### src/pd_ctrl_pkg.sv
package pd_ctrl_pkg;
    // Register byte addresses on the Wishbone slave
    localparam logic [7:0] ADDR_CTRL = 8'h00;
    localparam logic [7:0] ADDR_STATUS = 8'h04;
    localparam logic [7:0] ADDR_TIMING = 8'h08;
    localparam logic [7:0] ADDR_PDTIME = 8'h0c;
    // Control fields
    localparam int CTRL_PD_REQ = 0;
    localparam int CTRL_PD_EXIT = 1;
    localparam int CTRL_SRX_NOP = 2;
    localparam int CTRL_ODT_BUF_DIS = 3;
    localparam int CTRL_RTT_NOM_EN = 4;
    localparam int CTRL_ODT_LEVEL = 5;
    localparam int CTRL_DLL_UNLOCKED = 6;
    localparam int CTRL_PAR_CAL_OFF = 7;
    // Status fields
    localparam int ST_IN_PD = 0;
    localparam int ST_BUSY = 1;
    localparam int ST_CMD_OK = 2;
    localparam int ST_DLL_RESET_NEEDED = 3;
    localparam int ST_SRX_REFUSED = 4;
    localparam int ST_PD_LIMIT = 5;
    localparam int ST_CKE = 6;
    // Reset values of timing fields, in clock cycles; PD_MAX_REFI counts refresh intervals
    localparam logic [7:0] TCKE_RST = 8'h04;
    localparam logic [7:0] TCPDED_RST = 8'h04;
    localparam logic [7:0] TXP_RST = 8'h06;
    localparam logic [7:0] TMPX_RST = 8'h08;
    localparam logic [31:0] PD_LIMIT_RST = 32'h0000_fde8;
    localparam int PD_MAX_REFI = 9;
    // Command encodings driven on the command pins: {cs_n, act_n, ras_n, cas_n, we_n}
    localparam logic [4:0] CMD_DES = 5'h1f;
    localparam logic [4:0] CMD_NOP = 5'h0f;
    typedef enum logic [5:0] {
        S_IDLE = 6'h01,
        S_ENTER = 6'h02,
        S_PD = 6'h04,
        S_EXIT = 6'h08,
        S_XP = 6'h10,
        S_SRX = 6'h20
    } pd_state_t;
endpackage : pd_ctrl_pkg

### src/pd_timer_if.sv
`timescale 1ns/1ns
interface pd_timer_if;
    logic load;
    logic [31:0] count;
    logic done;
    modport owner(output load, output count, input done);
    modport timer(input load, input count, output done);
endinterface : pd_timer_if

### src/pd_timer.sv
`timescale 1ns/1ns
module pd_timer (
    input wire logic clk_i,
    input wire logic reset_i,
    pd_timer_if.timer t
);
    typedef struct packed {
        logic [31:0] cnt;
        logic done;
    } tmr_state_t;
    tmr_state_t s_q;
    tmr_state_t s_d;
    always_comb begin
        s_d = s_q;
        if (t.load) begin
            s_d.cnt = t.count;
            s_d.done = (t.count == 32'h0);
        end else if (s_q.cnt > 32'h1) begin
            s_d.cnt = s_q.cnt - 32'h1;
        end else begin
            s_d.cnt = 32'h0;
            s_d.done = 1'b1;
        end
    end
    always_ff @(posedge clk_i) begin
        if (reset_i) begin
            s_q <= '{cnt: 32'h0, done: 1'b1};
        end else begin
            s_q <= s_d;
        end
    end
    assign t.done = s_q.done;
endmodule : pd_timer

### src/pin_sync.sv
`timescale 1ns/1ns
module pin_sync (
    input wire logic clk_i,
    input wire logic reset_i,
    input wire logic pin_i,
    output logic level_o
);
    typedef struct packed {
        logic [2:0] ff;
        logic level;
    } sync_state_t;
    sync_state_t s_q;
    sync_state_t s_d;
    always_comb begin
        s_d = s_q;
        s_d.ff = {s_q.ff[1:0], pin_i};
        // Change counts once stages two and three agree
        if (s_q.ff[1] == s_q.ff[2]) begin
            s_d.level = s_q.ff[2];
        end
    end
    always_ff @(posedge clk_i) begin
        if (reset_i) begin
            s_q <= '{ff: 3'h0, level: 1'b0};
        end else begin
            s_q <= s_d;
        end
    end
    assign level_o = s_q.level;
endmodule : pin_sync

### src/pd_ctrl.sv
// Operation
// - NOP exit of self refresh only if parity and CA latency were off.
// - Only NOPs are driven during the exit hold window after self refresh exit.
// - NOP exit never uses fast or abort exit timing.
// - CKE stays high while MRS, MPR, ZQ, DLL lock, read or write run.
// - Deselects are driven through the pass-disable delay around each CKE edge.
// - CKE low held for minimum pulse; power-down limited to nine refresh intervals (here: pd_limit cycles, reset 65000).
// - Exit with CKE high and deselect; CKE held high minimum pulse.
// - ODT driven valid at exit whenever nominal termination is enabled.
// - Exit latency waited after CKE high before any valid command.
// - Minimum power-down time passes before CKE is raised.
// - DLL reset required after exit if DLL was unlocked on entry.
// - ODT held valid on entry; may float only after pass-disable delay.
//
// Our own choices: the Wishbone register port and the register addresses.
`timescale 1ns/1ns
module pd_ctrl
    import pd_ctrl_pkg::*;
#(
    parameter int TREFI_CYCLES = 1950,
    parameter int CNT_W = 8
) (
    input wire logic clk_i,
    input wire logic reset_i,
    // Wishbone classic slave
    input wire logic wb_cyc_i,
    input wire logic wb_stb_i,
    input wire logic wb_we_i,
    input wire logic [7:0] wb_adr_i,
    input wire logic [3:0] wb_sel_i,
    input wire logic [31:0] wb_dat_i,
    output logic [31:0] wb_dat_o,
    output logic wb_ack_o,
    // Busy indication from the command scheduler (MRS, MPR, ZQ, DLL lock, RD/WR)
    input wire logic op_busy_i,
    // Device pins
    input wire logic reset_pin_n_i,
    output logic cke_o,
    output logic [4:0] cmd_o,
    output logic odt_o,
    output logic odt_oe_o,
    output logic dram_reset_n_o,
    output logic cmd_allowed_o
);
    // Refused at elaboration: the timing fields are eight bits wide
    if (CNT_W < 8 || TREFI_CYCLES < 1) begin : g_param_check
        $error("pd_ctrl: unsupported parameters");
    end

    typedef struct packed {
        pd_state_t st;
        logic [7:0] ctrl;
        logic [7:0] tcke;
        logic [7:0] tcpded;
        logic [7:0] txp;
        logic [7:0] tmpx;
        logic [31:0] pd_limit;
        logic dll_reset_needed;
        logic srx_refused;
        logic pd_limit_hit;
        logic [7:0] edge_cnt;
        logic cke;
        logic [4:0] cmd;
        logic odt_oe;
        logic cmd_ok;
        logic ack;
        logic [31:0] rdata;
        logic pin_rst_n;
    } ctl_state_t;

    ctl_state_t s_q;
    ctl_state_t s_d;
    logic pin_level;

    pd_timer_if tmr_if ();
    pd_timer u_timer (
        .clk_i(clk_i),
        .reset_i(reset_i),
        .t(tmr_if.timer)
    );
    pin_sync u_rst_sync (
        .clk_i(clk_i),
        .reset_i(reset_i),
        .pin_i(reset_pin_n_i),
        .level_o(pin_level)
    );

    logic wb_req;
    logic [31:0] status;
    assign wb_req = wb_cyc_i && wb_stb_i && !s_q.ack;

    always_comb begin
        status = 32'h0;
        status[ST_IN_PD] = (s_q.st == S_PD);
        status[ST_BUSY] = (s_q.st != S_IDLE);
        status[ST_CMD_OK] = s_q.cmd_ok;
        status[ST_DLL_RESET_NEEDED] = s_q.dll_reset_needed;
        status[ST_SRX_REFUSED] = s_q.srx_refused;
        status[ST_PD_LIMIT] = s_q.pd_limit_hit;
        status[ST_CKE] = s_q.cke;
    end

    always_comb begin
        s_d = s_q;
        tmr_if.load = 1'b0;
        tmr_if.count = 32'h0;
        s_d.ack = wb_req;
        s_d.pin_rst_n = pin_level;
        if (wb_req && wb_we_i) begin
            if (wb_adr_i == ADDR_CTRL) begin
                if (wb_sel_i[0]) begin
                    s_d.ctrl = wb_dat_i[7:0];
                end
            end else if (wb_adr_i == ADDR_TIMING) begin
                if (wb_sel_i[0]) s_d.tcke = wb_dat_i[7:0];
                if (wb_sel_i[1]) s_d.tcpded = wb_dat_i[15:8];
                if (wb_sel_i[2]) s_d.txp = wb_dat_i[23:16];
                if (wb_sel_i[3]) s_d.tmpx = wb_dat_i[31:24];
            end else if (wb_adr_i == ADDR_PDTIME) begin
                if (wb_sel_i[0]) s_d.pd_limit[7:0] = wb_dat_i[7:0];
                if (wb_sel_i[1]) s_d.pd_limit[15:8] = wb_dat_i[15:8];
                if (wb_sel_i[2]) s_d.pd_limit[23:16] = wb_dat_i[23:16];
                if (wb_sel_i[3]) s_d.pd_limit[31:24] = wb_dat_i[31:24];
            end else if (wb_adr_i == ADDR_STATUS) begin
                // Write one to clear sticky flags
                if (wb_dat_i[ST_SRX_REFUSED]) s_d.srx_refused = 1'b0;
                if (wb_dat_i[ST_DLL_RESET_NEEDED]) s_d.dll_reset_needed = 1'b0;
                if (wb_dat_i[ST_PD_LIMIT]) s_d.pd_limit_hit = 1'b0;
            end
        end
        if (!wb_req) begin
            s_d.rdata = 32'h0;
        end else if (wb_adr_i == ADDR_CTRL) begin
            s_d.rdata = {24'h0, s_q.ctrl};
        end else if (wb_adr_i == ADDR_STATUS) begin
            s_d.rdata = status;
        end else if (wb_adr_i == ADDR_TIMING) begin
            s_d.rdata = {s_q.tmpx, s_q.txp, s_q.tcpded, s_q.tcke};
        end else if (wb_adr_i == ADDR_PDTIME) begin
            s_d.rdata = s_q.pd_limit;
        end else begin
            s_d.rdata = 32'h0;
        end

        if (s_q.edge_cnt != 8'h0) begin
            s_d.edge_cnt = s_q.edge_cnt - 8'h1;
        end

        case (s_q.st)
            S_IDLE: begin
                // No commands while the device is held in reset or CKE is low
                s_d.cmd_ok = s_q.pin_rst_n && s_q.cke;
                s_d.odt_oe = 1'b1;
                if (s_q.ctrl[CTRL_PD_REQ] && !op_busy_i) begin
                    s_d.cmd_ok = 1'b0;
                    s_d.cmd = CMD_DES;
                    s_d.cke = 1'b0;
                    s_d.edge_cnt = s_q.tcpded;
                    if (s_q.ctrl[CTRL_DLL_UNLOCKED]) begin
                        s_d.dll_reset_needed = 1'b1;
                    end
                    tmr_if.load = 1'b1;
                    tmr_if.count = {24'h0, s_q.tcke};
                    s_d.st = S_ENTER;
                end else if (s_q.ctrl[CTRL_SRX_NOP]) begin
                    // Only legal when entry was done with parity and CA latency off
                    if (s_q.ctrl[CTRL_PAR_CAL_OFF]) begin
                        s_d.cmd_ok = 1'b0;
                        s_d.cke = 1'b1;
                        s_d.cmd = CMD_NOP;
                        s_d.edge_cnt = s_q.tmpx;
                        s_d.st = S_SRX;
                    end else begin
                        s_d.srx_refused = 1'b1;
                    end
                    s_d.ctrl[CTRL_SRX_NOP] = 1'b0;
                end
            end
            S_ENTER: begin
                s_d.cmd = CMD_DES;
                if (s_q.edge_cnt == 8'h0 && tmr_if.done) begin
                    // ODT may float only once the pass-disable delay is over
                    s_d.odt_oe = !s_q.ctrl[CTRL_ODT_BUF_DIS];
                    tmr_if.load = 1'b1;
                    tmr_if.count = s_q.pd_limit;
                    s_d.st = S_PD;
                end
            end
            S_PD: begin
                if (tmr_if.done) begin
                    s_d.pd_limit_hit = 1'b1;
                end
                if (!s_q.ctrl[CTRL_PD_REQ] || s_q.ctrl[CTRL_PD_EXIT] || tmr_if.done) begin
                    s_d.odt_oe = s_q.ctrl[CTRL_RTT_NOM_EN] || !s_q.ctrl[CTRL_ODT_BUF_DIS];
                    s_d.cke = 1'b1;
                    s_d.cmd = CMD_DES;
                    s_d.edge_cnt = s_q.tcpded;
                    s_d.ctrl[CTRL_PD_REQ] = 1'b0;
                    s_d.ctrl[CTRL_PD_EXIT] = 1'b0;
                    tmr_if.load = 1'b1;
                    tmr_if.count = {24'h0, s_q.tcke};
                    s_d.st = S_EXIT;
                end
            end
            S_EXIT: begin
                s_d.cmd = CMD_DES;
                if (s_q.edge_cnt == 8'h0 && tmr_if.done) begin
                    tmr_if.load = 1'b1;
                    tmr_if.count = {24'h0, s_q.txp};
                    s_d.st = S_XP;
                end
            end
            S_XP: begin
                s_d.cmd = CMD_DES;
                if (tmr_if.done) begin
                    s_d.cmd_ok = 1'b1;
                    s_d.odt_oe = 1'b1;
                    s_d.st = S_IDLE;
                end
            end
            S_SRX: begin
                // Fixed hold window; fast and abort exit timings are never offered
                s_d.cmd = CMD_NOP;
                if (s_q.edge_cnt == 8'h0) begin
                    s_d.cmd = CMD_DES;
                    tmr_if.load = 1'b1;
                    tmr_if.count = {24'h0, s_q.txp};
                    s_d.st = S_XP;
                end
            end
            default: begin
                s_d.st = S_IDLE;
            end
        endcase

        // Reset pin low forces the device out of power-down
        if (!s_q.pin_rst_n && s_q.st != S_IDLE) begin
            s_d.st = S_IDLE;
            s_d.cke = 1'b0;
            s_d.cmd = CMD_DES;
            s_d.cmd_ok = 1'b0;
            s_d.ctrl[CTRL_PD_REQ] = 1'b0;
        end
    end

    always_ff @(posedge clk_i) begin
        if (reset_i) begin
            s_q <= '{st: S_IDLE, ctrl: 8'h0, tcke: TCKE_RST, tcpded: TCPDED_RST, txp: TXP_RST,
                     tmpx: TMPX_RST, pd_limit: PD_LIMIT_RST, dll_reset_needed: 1'b0,
                     srx_refused: 1'b0, pd_limit_hit: 1'b0, edge_cnt: 8'h0, cke: 1'b1,
                     cmd: CMD_DES, odt_oe: 1'b1, cmd_ok: 1'b0, ack: 1'b0, rdata: 32'h0,
                     pin_rst_n: 1'b0};
        end else begin
            s_q <= s_d;
        end
    end

    assign wb_dat_o = s_q.rdata;
    assign wb_ack_o = s_q.ack;
    assign cke_o = s_q.cke;
    assign cmd_o = s_q.cmd;
    assign odt_o = s_q.ctrl[CTRL_ODT_LEVEL];
    assign odt_oe_o = s_q.odt_oe;
    assign dram_reset_n_o = s_q.pin_rst_n;
    assign cmd_allowed_o = s_q.cmd_ok;
endmodule : pd_ctrl

### config.mk
export PLATFORM = sky130hd
export DESIGN_NAME = pd_ctrl
export DESIGN_NICKNAME = d
export VERILOG_FILES = /design/src/pd_ctrl_pkg.sv /design/src/pd_timer_if.sv /design/src/pd_timer.sv /design/src/pin_sync.sv /design/src/pd_ctrl.sv
export SDC_FILE = /design/constraint.sdc
export NUM_CORES = 1
export LEC_CHECK = 0
export ABC_AREA = 1
export BUFFER_PORTS_ARGS = -buffer_cell sky130_fd_sc_hd__buf_2
export CORE_ASPECT_RATIO = 2
export CORE_MARGIN = 4
export CORE_UTILIZATION = 33
export CTS_CLUSTER_SIZE = 28
export DETAILED_ROUTE_END_ITERATION = 6
export PLACE_DENSITY_LB_ADDON = 0.3
export SETUP_SLACK_MARGIN = 0.3
export SLEW_MARGIN = 20
export SYNTH_ARGS = -nofsm -noshare
export SYNTH_HDL_FRONTEND = slang
export SYNTH_SLANG_ARGS = --single-unit
### constraint.sdc
create_clock -name clk_i -period 4.6 [get_ports clk_i]
set_input_delay 0.46 -clock clk_i [delete_from_list [all_inputs] [get_ports clk_i]]
set_output_delay 0.46 -clock clk_i [all_outputs]
set_load 0.005 [all_outputs]
==> impl_results.md, run 1 <==
- Status: complete, no violations
- Top_reg_cell synth: dfxtp_1
- Worst min-delay path class: primary input to register
- FF+latch count, synth: 165
- Clk_skew: 8.431 ps
- Max-slew violations: 0
- Setup TNS: 0 ps
- CP arrival: 2960 ps
- Mapped Cells: 1151
- Final hold violation count: 0
- Xor/xnor cell area share of the yosys netlist: 2.891%
- Adder-cell share of the synthesized area: less than 1%
- CP Buf/Inv Count: 1
- Clock buffer depth: 2
- RSZ-0062 raised after global routing: false
- Clk root buf: clkbuf_16
- Simple-gate portion of the synthesized area: 27.70%
- Routability Congestion: about 0.9
- Worst slew pin tran: 1086 ps
- Worst Path Required: 4940 ps
- I/O Buffers: 93
- Synth Cell Area: 8180 um2
- Initial drt markers: around 590
- Vias in the first global route: 7662
- # DRC: 0
- WL/cell: 17.80 um
- Share of cells above drive strength 1: 13.68%
- Max-Cap Viols: 0
- Startpoint types: register
- Initial antenna violation count: 0
- ANT cells: 0
- Die area: 27520 um2
- Drt pass-1 iters: 6
- Register area share after synthesis: 40.38%
- Post-CTS Setup Bufs: 0
- Core Area: about 24000 um2
- Starting Density: around 33%
- I/O Pins: 94
- Post-CTS sizing: 0
- Minimum clock period: roughly 2600 ps
- Hold_buf cts: 0
- Leak Pwr: slightly below 4 nW
- Mux contribution to synthesized area: 0%
- Critical Path End Type: register
- Final wirelength: 27.37 mm
- Reg clk slew, reported paths: roughly 70 ps
- Clock buffer count from CTS: 17
- VDD IR max: 0.2283 mV
- Total gr overflow: 0
- Final setup viols: 0
- Tcrit/Tclk final: 56.99%
- Syn_nets: 1206
- Total GRT Usage: about a fifth
- Total power: 5.084 mW
- Worst path slowest cell: nor2_4
- Largest net degree at the start of global routing: 65
- CP max stage delay: 740 ps
- Max-slew headroom: 27.33%
- Combinational family with the most area after synthesis: simple AND/OR/NAND/NOR gates
- F_max: 381.5 MHz
- Synth unique cells: 46
- Die width: 119.3 um
- Cell area after layout: 9205 um2
- Worst-path maximum fanout: 43
- Area Overhead vs Synth: 12.53%
- Critical path's top delay family: simple AND/OR/NAND/NOR gates
- Avg Cell Area, Syn: between 7 and 8 um2
- Skew-Pair Late Insertion Delay: 440 ps
- Vias/cell: 5.114
- Clock tree sinks: 165
- Final nets: 1248
- Post-synth ARST share: 0%
- Number of flops mapped to enable cells by yosys: 0
- First-pass GRT wire length: between 40 and 50 mm
- WS Path Type: register to register
- Compound-Gate Fraction of Synth Area: between 15 and 20%
- Core Rows: 81
- Die Y: roughly 230 um
- Hpwl dp: 21.32 mm
- Pwr/cell area: 552.3 nW/um2
- Crit-path most repeated cell: nand2_1
- Hold Worst Slack: 214.1 ps
- H-tree depth: 4
- ANT nets after route: 0
- CTS tree: done
- Synth Warn #: 0
- Crit-path cells: inv_1 -> ha_1 -> nand2_1 -> nor2_4 -> nand2_2 -> nor2_4 -> o21ai_0 -> nand2_1 -> nor2_1 -> nand2_1 -> nor2_1 -> nand2_1 -> nand2_1
- Cell Area, Placed: 8658 um2
- Via count of the routed design: 7865
## cells in the mapped netlist, types with 2 or more instances
cell type	instances	share of area (%)
o22ai_1	8	0.61
nand3_1	91	5.6
xnor2_1	10	1.1
buf_4	42	3.9
nand2_1	203	9.3
o21bai_1	3	0.28
clkinv_1	4	0.18
nor4_1	13	0.99
ha_1	4	0.61
dfxtp_1	165	40
a211oi_1	4	0.37
nor3_4	4	0.80
a31oi_1	4	0.31
o21ai_1	2	0.12
buf_2	10	0.61
clkbuf_1	27	1.2
a21oi_1	123	7.5
nor3b_1	2	0.18
nor2_4	4	0.55
nor3_2	3	0.37
nor2_1	152	7.0
nor2_2	5	0.38
inv_2	3	0.14
o211ai_1	23	2.1
a22oi_1	2	0.18
or2_2	2	0.15
nand2_2	2	0.15
o21ai_0	69	4.2
o221ai_1	3	0.32
nand4_1	8	0.61
inv_1	105	4.8
a41oi_1	6	0.64
buf_6	2	0.28
nor3_1	15	0.92
xor2_1	17	1.8
## worst reg2reg max path: stages, from the launching register on
cell	delay, ps
dfxtp_1	320
inv_1	130
ha_1	170
nand2_1	90
nor2_4	230
nand2_2	140
nor2_4	740
o21ai_0	240
nand2_1	190
nor2_1	60
nand2_1	50
nor2_1	50
nand2_1	60
nand2_1	50
## area by class of cell
class	instances	area, um2
Clock buffer	18	429.2
Inverter	113	426.7
Timing Repair Buffer	105	555.5
Tap cell	332	415.4
Multi-Input combinational cell	791	3958
Clock inverter	14	117.6
Fill cell	2585	15220
Sequential cell	165	3303
## metrics by stage
stage / instances / worst slack (ps) / utilization, %
6_report: 1538 / 1979 / 37.69
5_1_grt: 1538 / 1656 / 37.69
4_1_cts: 1538 / 1957 / 37.69
2_1_floorplan: 1151 / 2728 / -
3_5_place_dp: 1506 / 1875 / 35.45
3_3_place_gp: 1506 / 1877 / 35.45
## layout by cell type, fill, tap and decap left out, types with 6 or more instances in the layout
master and instances:
nand2_1 203, dfxtp_1 165, nor2_1 152, a21oi_1 123, inv_1 105, buf_2 93
nand3_1 91, o21ai_0 69, o211ai_1 23, xor2_1 17, clkbuf_16 17, nor3_1 15
nor4_1 13, buf_4 12, xnor2_1 10, nand4_1 8, o22ai_1 8, a41oi_1 6
## registers in the layout, summed over array words and instances, names as in the netlist
name,count
odt_o,1
u_timer.t.done,1
wb_dat_o,32
u_rst_sync.level_o,1
cmd_allowed_o,1
u_timer.s_q,32
dram_reset_n_o,1
s_q,88
u_rst_sync.s_d,2
u_rst_sync.s_q,1
cke_o,1
odt_oe_o,1
wb_ack_o,1
cmd_o,2
## layer usage
layer	vias to the layer above	track usage (%)	wire [um]
li1	3883	-	-
met1	3659	19.01	9565
met2	240	38.64	15200
met3	83	3.138	928
met4	0	12.23	1686
met5	-	0	0
## kinds of logic (layout without fill, tap and decap cells)
logic type / count (synthesis) / after routing
AO/OA/AOI/OAI: 251 / 251
XOR/XNOR: 27 / 27
adder cells (fa/ha/maj): 4 / 4
buffers and inverters: 195 / 250
flip-flops: 165 / 165
AND/OR/NAND/NOR: 509 / 509
## report_power, final
| group | switching [mW] | internal (mW) |
|---|---|---|
| logic | 1.29 | 0.694 |
| clock network | 0.651 | 0.708 |
| registers | 0.147 | 1.59 |
| total | 2.09 | 2.99 |
## path summary, 6_finish.rpt
path                startpoint                end  slack, ps  depth (start not counted)
max                    s_q[42]     u_timer.t.done       1980                         13
min              reset_pin_n_i  u_rst_sync.s_d[2]        210                          3
max reg2reg            s_q[42]     u_timer.t.done       1980                         13
min reg2reg  u_rst_sync.s_d[2]  u_rst_sync.s_d[3]        410                          2
Note: power is estimated with default switching activity, not from simulation.
==> inputs of run 2 (changes only) <==
- clock period: 4.6 -> 2.65 ns (I/O delays scaled with it)
==> run 2 against run 1 <==
Sequential share of layout area shrank 0.87 points. Flip-flop and latch count is the same. Combinational power grew 77%. First-iteration DRC count grew 3.2%. Clock skew is essentially flat. Wire length grew 3.4%. Final cell count grew 1.2%. Cell area grew 2.5%. Worst setup slack lost 1500 ps. Die area is the same. Global-route usage grew 0.63 points.
==> impl_results.md, run 2 (synthesized netlist as in run 1, its figures left out) <==
- Clock buffer depth: 2
- CTS tree: done
- Reg clk slew, reported paths: 60 ps
- Worst slew pin tran: 732.5 ps
- RSZ-0062 raised after global routing: true
- Max-slew headroom: 51.17%
- Drt pass-1 iters: 5
- H-tree depth: 4
- Clk root buf: clkbuf_16
- Final hold violation count: 0
- Reg2Reg Depth: 13
- Largest net degree at the start of global routing: 57
- First-pass GRT wire length: 43.33 mm
- Critical Path End Type: register
- Clock buffer count from CTS: 17
- Tcrit/Tclk final: 83.05%
- Share of cells above drive strength 1: between 10 and 15%
- I/O Buffers: 93
- Worst min-delay path class: primary input to register
- WS Path Type: register to register
- Setup TNS: 0 ps
- Initial drt markers: 613
- Startpoint types: register
- Max reg flops: 88
- Hold_buf cts: 0
- Cell Area, Placed: between 8000 and 9000 um2
- # DRC: 0
- Worst Path Required: 2970 ps
- Worst R2R Start: s_q[44]
- Worst R2R End: u_timer.t.done
- Final wirelength: 28.30 mm
- Hold_sp: reset_pin_n_i
- Clk_skew: 8.705 ps
- Vias in the first global route: 7851
- Cell area after layout: 9433 um2
- F_max: about 450 MHz
- Hold Path End: u_rst_sync.s_d[2]
- Skew-Pair Late Insertion Delay: around 450 ps
- Via count of the routed design: 8017
- Core Rows: 81
- Final nets: between 1000 and 1500
- Commonest non-fill, non-tap cell in the layout: nand2_1
- Hpwl dp: 21.74 mm
- I/O Pins: 94
- Die Y: between 200 and 250 um
- Max-slew violations: 0
- VDD IR max: 0.4734 mV
- CP arrival: 2520 ps
- Fill count: 2614
- Die width: 119.3 um
- Status: complete, no violations
- Worst reg-to-reg setup slack: between 400 and 500 ps
- WL/cell: 18.19 um
- Starting Density: 33.49%
- Routability Congestion: 0.9374
- Biggest register: s_q
- ANT cells: 0
- Minimum clock period: ~2200 ps
- Commonest non-fill, non-tap cells in the layout: 202 x nand2_1, 165 x dfxtp_1, 152 x nor2_1
- Core Area: 24420 um2
- Die area: 27520 um2
- Clock tree sinks: about 170
- ANT nets after route: 0
- Total gr overflow: 0
- Max-Cap Viols: 0
- Area Overhead vs Synth: 15.31%
- Critical Path Start: s_q[44]
- Vias/cell: 5.152
- Hold path depth: 3
- Pwr/cell area: ~970 nW/um2
- Worst-path maximum fanout: 16
- Total GRT Usage: 20.50%
- Initial antenna violation count: 0
- Leak Pwr: 3.987 nW
- Final setup viols: 0
-- run 2: changes by cell type in the layout (fill, tap and decap cells not counted), moves of 2 or more --
cell | previous run | this run
buf_4 | 12 | 27
bufinv_16 | 0 | 3
inv_6 | 5 | 2
inv_8 | 3 | 0
clkbuf_1 | 1 | 3
clkbuf_8 | 0 | 2
clkinv_2 | 3 | 1
-- run 2: cell type report --
type | count | area (um2) | share of cell area [%]
tap | 332 | 415.4 | 4.404
clock inverter | 10 | 145.1 | 1.539
inverter | 113 | 426.7 | 4.523
timing repair buffer | 122 | 699.4 | 7.415
multi-input combinational | 792 | 3979 | 42.18
clock buffer | 22 | 464.2 | 4.921
sequential | 165 | 3303 | 35.02
-- run 2: routing by layer --
layer | GRT usage, % | wire length, um | up-vias
li1 | - | - | 3907
met1 | 19.40 | 9613 | 3709
met2 | 38.46 | 15120 | 298
met3 | 3.481 | 1254 | 103
met4 | 15.60 | 2313 | 0
met5 | 0 | 0 | -
-- run 2: what timing repair did --
| item | 4_1_cts | 5_1_grt |
|---|---|---|
| setup buffers | 0 | 4 |
| endpoints found under the setup margin | 27 | 28 |
| pin swaps | 1 | 3 |
| gates resized for setup | 1 | 3 |
| gates cloned | 1 | 0 |
-- run 2: where the power goes --
part	switching, mW	internal (mW)	total (mW)
Clock	1.06	1.54	2.60
Combinational	2.27	1.26	3.53
Sequential	0.265	2.76	3.03
-- run 2: how the worst max path moves through the flow --
stage,slack [ps],to,cells past startpoint
after floorplan,780,u_timer.s_q[7],12
final,450,u_timer.t.done,13
after detailed placement,80,u_timer.s_q[3],11
after global routing,250,u_timer.t.done,13
after CTS,360,u_timer.s_q[3],11
after global placement,130,u_timer.s_q[5],11
-- run 2: worst max-delay path, stage by stage, from the launching register on --
cell and delay [ps]:
dfxtp_1 360, nor2_1 210, nand2_1 140, nor2_4 200
nand2_2 140, nor2_4 240, buf_12 180, o21ai_0 100
nand2_1 200, nor2_1 60, nand2_1 60, nor2_1 40
nand2_1 60, nand2_1 70
-- run 2: through the flow --
stage	setup WS (ps)	util, %	total power, mW	instances	hold WS (ps)
floorplan	777.5	-	5.656	1151	372.0
global placement	134.9	35.90	6.472	1519	398.2
detailed placement	80.07	35.90	6.500	1519	399.6
CTS	358.3	38.46	9.158	1552	0.3065
global route	250.3	38.62	9.825	1556	48.00
finish	449.2	38.62	9.156	1556	18.51
